$ cat config.mk
export PLATFORM = sky130hd
export DESIGN_NAME = uft_frame_timer
export DESIGN_NICKNAME = d
export VERILOG_FILES = /design/src/rtl/uft_pkg.sv /design/src/rtl/uft_frame_timer.sv /design/src/rtl/uft_bit_tick.sv
export SDC_FILE = /design/constraint.sdc
export NUM_CORES = 1
export LEC_CHECK = 0
export BUFFER_PORTS_ARGS = -buffer_cell sky130_fd_sc_hd__buf_2
export CORE_ASPECT_RATIO = 0.75
export CORE_UTILIZATION = 38
export CTS_BUF_LIST = sky130_fd_sc_hd__clkbuf_2 sky130_fd_sc_hd__clkbuf_4 sky130_fd_sc_hd__clkbuf_8
export CTS_CLUSTER_DIAMETER = 150
export DETAILED_ROUTE_END_ITERATION = 8
export PLACE_DENSITY = 0.64
export SLEW_MARGIN = 20
export SYNTH_ARGS = -nofsm -noshare
export SYNTH_HDL_FRONTEND = slang
export SYNTH_SLANG_ARGS = --single-unit
$ cat constraint.sdc
create_clock -name i_clock -period 2.8 [get_ports i_clock]
set_input_delay 0.28 -clock i_clock [delete_from_list [all_inputs] [get_ports i_clock]]
set_output_delay 0.28 -clock i_clock [all_outputs]
set_load 0.1 [all_outputs]
$ cat src/rtl/uft_pkg.sv
// Shared constants and carrier types for the host frame timing counters
package uft_pkg;
    // Command codes on the microprocessor bus
    localparam logic [7:0] UFT_CMD_RD_INTERVAL = 8'h0d; // Read interval register
    localparam logic [7:0] UFT_CMD_WR_INTERVAL = 8'h8d; // Write interval register
    localparam logic [7:0] UFT_CMD_RD_REMAINING = 8'h0e; // Read remaining register
    localparam logic [7:0] UFT_CMD_RD_NUMBER = 8'h0f; // Read frame number register
    localparam int UFT_CMD_WRITE_BIT = 7; // Set in every write code

    // Field layout of the three frame registers
    localparam int UFT_FI_LSB = 0; // Frame interval low bit
    localparam int UFT_FI_W = 14; // Frame interval width
    localparam int UFT_LPB_LSB = 16; // Largest packet budget low bit
    localparam int UFT_LPB_W = 15; // Largest packet budget width
    localparam int UFT_TOGGLE_BIT = 31; // Interval and remaining toggle position
    localparam int UFT_FR_LSB = 0; // Frame remaining low bit
    localparam int UFT_FN_LSB = 0; // Frame number low bit
    localparam int UFT_FN_W = 16; // Frame number width

    // Reset values
    localparam logic [13:0] UFT_FI_NOMINAL = 14'h2edf; // 11999 bit times
    localparam logic [14:0] UFT_LPB_RESET = 15'h0000; // Budget after reset
    localparam logic [15:0] UFT_FN_RESET = 16'h0000; // Frame number after reset
    localparam logic [31:0] UFT_WORD_ZERO = 32'h0000_0000; // Reserved bits and idle data

    // Timing: system clock and full-speed bit rate
    localparam int UFT_CLOCK_HZ = 125_000_000; // System clock rate
    localparam int UFT_BIT_RATE_HZ = 12_000_000; // Full-speed bit rate
    localparam int UFT_RATE_UNIT_HZ = 1_000_000; // Common divisor for the tick ratio

    // One command from the microprocessor bus
    typedef struct packed {
        logic valid; // Command present this cycle
        logic [7:0] code; // Command code, bit 7 marks a write
        logic [31:0] data; // Write data
    } uft_cmd_s;

    // One read answer back to the microprocessor bus
    typedef struct packed {
        logic valid; // Answer present this cycle
        logic [31:0] data; // Read data
    } uft_rsp_s;
endpackage : uft_pkg

$ cat src/rtl/uft_frame_timer.sv
// Frame interval, frame remaining and frame number counters with command access
// Notes on behaviour
// - Interval field holds frame length, bits 13:0
// - Controller reset returns interval to 11999
// - Budget field loads packet counter each frame
// - Remaining counter decrements once per bit time
// - At zero, remaining reloads interval next bit
// - At zero, interval toggle copies to remaining
// - Entering operation loads remaining from interval
// - Frame number counter, 16 bits, resets zero
// - Interval read 0D, written 8D
// - Remaining read 0E, writes have no effect
// - Reload bumps frame number, flags frame start
// - Frame number read 0F, never written
module uft_frame_timer import uft_pkg::*; #(
    parameter int CLOCK_HZ = UFT_CLOCK_HZ, // System clock rate
    parameter int BIT_HZ = UFT_BIT_RATE_HZ // Full-speed bit rate
) (
    input wire logic i_clock, // System clock, 125 MHz
    input wire logic i_rst, // Synchronous reset, active high
    input wire uft_cmd_s i_cmd, // Command from the microprocessor bus
    input wire logic i_controller_reset_cmd, // Controller reset command pulse
    input wire logic i_operational_state, // High while in operational state
    output uft_rsp_s o_rsp, // Read answer, one cycle after the command
    output logic o_frame_start_flag, // One-cycle pulse at every frame start
    output logic [13:0] o_frame_remaining, // Bit times left in this frame
    output logic [15:0] o_frame_number, // Current frame number
    output logic [14:0] o_largest_packet_budget // Largest packet counter
);
    // Build the interval register image; reserved bits read zero
    function automatic logic [31:0] interval_word(input logic toggle, input logic [14:0] budget,
                                                  input logic [13:0] interval);
        logic [31:0] word;
        word = UFT_WORD_ZERO;
        word[UFT_TOGGLE_BIT] = toggle;
        word[UFT_LPB_LSB +: UFT_LPB_W] = budget;
        word[UFT_FI_LSB +: UFT_FI_W] = interval;
        return word;
    endfunction : interval_word

    // Build the remaining register image; reserved bits read zero
    function automatic logic [31:0] remaining_word(input logic toggle, input logic [13:0] remaining);
        logic [31:0] word;
        word = UFT_WORD_ZERO;
        word[UFT_TOGGLE_BIT] = toggle;
        word[UFT_FR_LSB +: UFT_FI_W] = remaining;
        return word;
    endfunction : remaining_word

    logic bit_tick; // Bit-time enable from the divider
    logic [13:0] frame_interval_reg; // Programmed frame length
    logic [14:0] budget_cfg_reg; // Programmed largest packet budget
    logic interval_toggle_reg; // Toggle written by software
    logic remaining_toggle_reg; // Toggle copied at frame end
    logic oper_prev_reg; // Operational state one cycle ago
    logic soft_reset; // Hardware or controller reset
    logic oper_entry; // Operational state just entered
    logic running; // Counters are live
    logic reload_now; // Remaining is already zero on this bit time, so it reloads
    logic frame_start; // A new frame begins this cycle
    logic write_interval; // Interval write command this cycle

    // Bit-time divider
    uft_bit_tick #(
        .CLOCK_HZ(CLOCK_HZ),
        .BIT_HZ(BIT_HZ)
    ) u_bit_tick (
        .i_clock(i_clock),
        .i_rst(i_rst),
        .o_tick(bit_tick)
    );

    // Event decode; the controller reset command acts like a reset of the counters
    assign soft_reset = i_rst || i_controller_reset_cmd;
    assign oper_entry = i_operational_state && !oper_prev_reg;
    assign running = i_operational_state && oper_prev_reg;
    assign reload_now = running && bit_tick && (o_frame_remaining == '0);
    assign frame_start = oper_entry || reload_now;
    assign write_interval = i_cmd.valid && (i_cmd.code == UFT_CMD_WR_INTERVAL);

    // Operational edge detector; input comes from controller logic on this clock
    always_ff @(posedge i_clock) begin
        if (soft_reset) begin
            oper_prev_reg <= 1'b0;
        end else begin
            oper_prev_reg <= i_operational_state;
        end
    end

    // Interval register: reset to nominal, written only by its write code
    always_ff @(posedge i_clock) begin
        if (soft_reset) begin
            frame_interval_reg <= UFT_FI_NOMINAL;
            budget_cfg_reg <= UFT_LPB_RESET;
            interval_toggle_reg <= 1'b0;
        end else if (write_interval) begin
            // Reserved bits 15:14 are dropped here
            frame_interval_reg <= i_cmd.data[UFT_FI_LSB +: UFT_FI_W];
            budget_cfg_reg <= i_cmd.data[UFT_LPB_LSB +: UFT_LPB_W];
            interval_toggle_reg <= i_cmd.data[UFT_TOGGLE_BIT];
        end
    end

    // Remaining counter: load on entry, reload at zero, else count down per bit time
    always_ff @(posedge i_clock) begin
        if (soft_reset) begin
            o_frame_remaining <= '0;
        end else if (oper_entry) begin
            o_frame_remaining <= frame_interval_reg;
        end else if (reload_now) begin
            // Uses whatever interval stands now, so a trim takes effect next frame
            o_frame_remaining <= frame_interval_reg;
        end else if (running && bit_tick) begin
            o_frame_remaining <= o_frame_remaining - 14'h0001;
        end
    end

    // Remaining toggle follows the interval toggle once per frame
    always_ff @(posedge i_clock) begin
        if (soft_reset) begin
            remaining_toggle_reg <= 1'b0;
        end else if (reload_now) begin
            remaining_toggle_reg <= interval_toggle_reg;
        end
    end

    // Frame number: counts frame starts, wraps naturally past all ones
    always_ff @(posedge i_clock) begin
        if (soft_reset) begin
            o_frame_number <= UFT_FN_RESET;
        end else if (frame_start) begin
            o_frame_number <= o_frame_number + 16'h0001;
        end
    end

    // Frame start pulse feeds the interrupt status logic outside
    always_ff @(posedge i_clock) begin
        if (soft_reset) begin
            o_frame_start_flag <= 1'b0;
        end else begin
            o_frame_start_flag <= frame_start;
        end
    end

    // Largest packet counter: loaded each frame, drains per bit time, stops at zero
    always_ff @(posedge i_clock) begin
        if (soft_reset) begin
            o_largest_packet_budget <= UFT_LPB_RESET;
        end else if (frame_start) begin
            o_largest_packet_budget <= budget_cfg_reg;
        end else if (running && bit_tick && o_largest_packet_budget != '0) begin
            o_largest_packet_budget <= o_largest_packet_budget - 15'h0001;
        end
    end

    // Read answers; write codes and unknown codes never answer, so writes to the
    // read-only registers fall through with no effect
    always_ff @(posedge i_clock) begin
        if (i_rst) begin
            o_rsp <= '0;
        end else begin
            o_rsp.valid <= 1'b0;
            o_rsp.data <= UFT_WORD_ZERO;
            if (i_cmd.valid) begin
                case (i_cmd.code)
                    UFT_CMD_RD_INTERVAL: begin
                        o_rsp.valid <= 1'b1;
                        o_rsp.data <= interval_word(interval_toggle_reg, budget_cfg_reg,
                                                    frame_interval_reg);
                    end
                    UFT_CMD_RD_REMAINING: begin
                        o_rsp.valid <= 1'b1;
                        o_rsp.data <= remaining_word(remaining_toggle_reg, o_frame_remaining);
                    end
                    UFT_CMD_RD_NUMBER: begin
                        o_rsp.valid <= 1'b1;
                        o_rsp.data <= {16'h0000, o_frame_number};
                    end
                    default: begin
                        o_rsp.valid <= 1'b0; // Writes and unmapped codes
                    end
                endcase
            end
        end
    end
endmodule : uft_frame_timer

$ cat src/rtl/uft_bit_tick.sv
// Bit-time tick generator: fractional divider from the system clock
module uft_bit_tick import uft_pkg::*; #(
    parameter int CLOCK_HZ = UFT_CLOCK_HZ, // System clock rate
    parameter int BIT_HZ = UFT_BIT_RATE_HZ // Tick rate
) (
    input wire logic i_clock, // System clock
    input wire logic i_rst, // Synchronous reset, active high
    output logic o_tick // One-cycle pulse per bit time
);
    localparam int ACC_W = 16; // Accumulator width
    localparam logic [ACC_W-1:0] STEP = ACC_W'(BIT_HZ / UFT_RATE_UNIT_HZ); // Added each cycle
    localparam logic [ACC_W-1:0] MODULUS = ACC_W'(CLOCK_HZ / UFT_RATE_UNIT_HZ); // Wrap point

    // Ticks must be at most every other cycle, and the ratio must fit the accumulator
    if (2 * BIT_HZ > CLOCK_HZ || CLOCK_HZ / UFT_RATE_UNIT_HZ >= (1 << (ACC_W - 1))) begin : g_bad_rate
        $error("uft_bit_tick: unsupported clock to bit rate ratio");
    end

    logic [ACC_W-1:0] phase_reg; // Fractional phase
    logic [ACC_W-1:0] phase_sum; // Phase plus one step

    assign phase_sum = phase_reg + STEP;

    // Phase accumulator: 12 of every 125 clocks produce a tick, with no long-term drift
    always_ff @(posedge i_clock) begin
        if (i_rst) begin
            phase_reg <= '0;
            o_tick <= 1'b0;
        end else if (phase_sum >= MODULUS) begin
            phase_reg <= phase_sum - MODULUS;
            o_tick <= 1'b1;
        end else begin
            phase_reg <= phase_sum;
            o_tick <= 1'b0;
        end
    end
endmodule : uft_bit_tick

==> out/summary.txt <==
Outcome: completed
CP max-delay cell: or4b_4
Net switching power: 1.74 mW
Synth Register Bits: 128
Final Util: 48.8%
Clock sinks: 128
Final hold violations: 0
Pwr Density: 719 nW/um^2
Share of layout cells above drive strength 1: 28.4%
Peak supply drop: 0.391 mV
Cell chain of the critical path: inv_4, ha_4, or3b_4, or4b_4, o41ai_4, buf_6, nand4_4, or3_1, a21oi_2
Root Driver: clkbuf_8
Cell-internal power: 3.59 mW
Site Rows: 39
DRC violation count after routing: 0
Max reg flops: 33
Main flop type after synthesis: dfxtp_1
Final setup violation count: 0
Largest net degree at the start of global routing: 34
P_leak: 3.09 nW
Hold depth: 3
Gate power share: 26.9%
Input/output buffers: 121
Fin. max-slew vios: 0
Synth Warn #: 0
TritonCTS clock tree: yes
Top cells by count, synth: 128 x dfxtp_1, 98 x nand2_1, 77 x nor2_1, 48 x a21oi_1, 37 x clkbuf_1
FF-to-FF path depth: 9
Synthesized area: 5890 um^2
CP startpoint kind: register
Die H: 110 um
Core Footprint: 15200 um^2
Yosys cell types: 66
First-pass GRT wire length: 25600 um
Hold Buf Count CTS: 0
Slowest stage delay, CP: 0.52 ns
Clock transition at path regs: 0.08 ns
Crit. End Element: register
Sw Ratio: 32.6%
Relative slew slack: 49.3%
IO Pins: 124
Initial Util: 38.8%
Max FO, Critical Path: 8
Final clock skew: 0.0124 ns
Drt total wl: 16400 um
Worst Path Class, Setup: register to register
Clk pwr share: 34.1%
WP depth: 9
Design Area, Final: 7410 um^2
Worst-Margin Slew: 0.760 ns
Yosys top cell area share: 43.5%
Drt wl/cell: 15.6 um
Antenna Cells: 0
Leading area contributor after synthesis: dfxtp_1
Synthesis-to-finish area growth: 25.7%
Antenna Violating Nets Remaining: 0
Worst R2R Setup Slack: 0.07 ns
Family with the most delay on the worst path: simple AND/OR/NAND/NOR gates
Post-synthesis area per instance: 8.36 um^2
Initial DRC count: 463
Max Freq: 367 MHz
Post-DP HPWL: 11500 um
Die X: 146 um
Max Buffers Root-to-Sink: 2
Via total after detailed routing: 5535
Critical Path RT: 3.19 ns
Pre-antenna DRT Iters: 5
Number of global-route vias before repair: 4845
Total track usage: 20.8%
Sequential-to-total area share from yosys stat: 43.5%
Antenna violations before repair: 1
Most frequent cell after synthesis: dfxtp_1
WP data arrival: 3.12 ns
Number of synthesized flops with an enable pin: 0
Synth top area cells: dfxtp_1 43%, nand2_1 6.2%, nor2_1 4.9%
Syn Nets: 756
Share of flip-flops with an asynchronous set or reset: 0%
Sequential power share: 39.1%
Worst path bufs/invs: 2
CTS Buf Count: 17
Fin nets: 890
Clk Latency, worst-skew pair: 0.46 ns
Die ar.: 16000 um^2
Dpl cell area: 6880 um^2
Minimum clock period: 2.73 ns
Vias/cell: 5.24
Final Wtd Congestion: 0.853
Fin crit share: 97.4%
Post-Synthesis Cells: 705
Total negative setup slack: 0 ns
CTS H-tree depth: 4
Grt ovf: 0
RSZ-0062 raised after global routing: yes
Worst hold path class: primary input to register
Max-cap violations: 0
## through the flow
| step | std cells | hold WS (ns) | power, mW | worst slack, ns |
|---|---|---|---|---|
| 2_1_floorplan | 705 | 0.402 | 3.12 | -0.0912 |
| 5_1_grt | 1057 | 0.0288 | 5.59 | -0.0375 |
| 3_5_place_dp | 1021 | 0.457 | 3.52 | -0.0763 |
| 3_3_place_gp | 1021 | 0.459 | 3.51 | -0.0178 |
| 4_1_cts | 1053 | 0.0107 | 5.35 | -0.0369 |
| 6_report | 1057 | 0.0369 | 5.32 | 0.0723 |
## final timing paths
| path | start | end |
|---|---|---|
| max reg2reg | o_frame_remaining[0]$_SDFFE_PP0P_ | o_frame_number[14]$_SDFFE_PP0N_ |
| min | i_cmd[1] | frame_interval_reg[1]$_SDFFE_PP1P_ |
| min reg2reg | budget_cfg_reg[8]$_SDFFE_PP0P_ | budget_cfg_reg[8]$_SDFFE_PP0P_ |
| max | o_frame_remaining[0]$_SDFFE_PP0P_ | o_frame_number[14]$_SDFFE_PP0N_ |
## cell families (layout without fill, tap and decap cells)
group | after synthesis | after routing | synth area share, %
AND/OR/NAND/NOR | 306 | 307 | 25.3
XOR/XNOR | 44 | 44 | 6.54
adder cells (fa/ha/maj) | 6 | 6 | 1.27
multiplexers | 18 | 18 | 3.40
AO/OA/AOI/OAI | 138 | 138 | 15.5
flip-flops | 128 | 128 | 43.5
buffers and inverters | 65 | 211 | 4.50
## area by class of cell
cell class                 count  area (um^2)
inverter                      19         73.8
timing repair buffer         160          915
multi-input combinational    513         3140
tap                          205          256
clock buffer                  20          269
clock inverter                12          181
sequential                   128         2570
fill                        1489         7770
## placed cells by master, fill, tap and decap left out, types with 15 or more instances in the layout
| cell | n |
|---|---|
| dfxtp_1 | 122 |
| buf_2 | 121 |
| nand2_1 | 98 |
| nor2_1 | 77 |
| a21oi_1 | 46 |
| buf_4 | 37 |
| xnor2_1 | 29 |
| nand3_1 | 23 |
| o21ai_0 | 22 |
| and3_1 | 20 |
| clkbuf_8 | 19 |
| nor3_1 | 18 |
| inv_1 | 17 |
| a22oi_1 | 16 |
| mux2_2 | 15 |
| xor2_1 | 15 |
## tightest hold or removal path, delay by kind of cell
family	cells	cell delay [ns]
buffers and inverters	1	0.08
and+or+nand+nor	2	0.10
## timing repair
item	in CTS	in global routing
gates cloned	0	1
setup endpoints to repair	4	42
gates resized for setup	2	8
buffers inserted	0	3
pin swaps	0	2
## power by group through the flow
stage          logic, mW  registers, mW  clock network [mW]
4_1_cts             1.42           2.08                1.85
3_5_place_dp        1.41           2.12                   0
3_3_place_gp        1.39           2.12                   0
6_report            1.43           2.08                1.81
5_1_grt             1.57           2.10                1.93
2_1_floorplan      0.943           2.18                   0
## per-layer routing
layer / global-route usage, % / vias to the layer above / wire length (um)
met2: 29.8 / 168 / 6750
met4: 7.97 / 0 / 218
met3: 5.27 / 14 / 1150
met5: 0 / - / 0
met1: 29.6 / 2607 / 8330
li1: - / 2746 / -
Power figures use the tool's default switching activity.
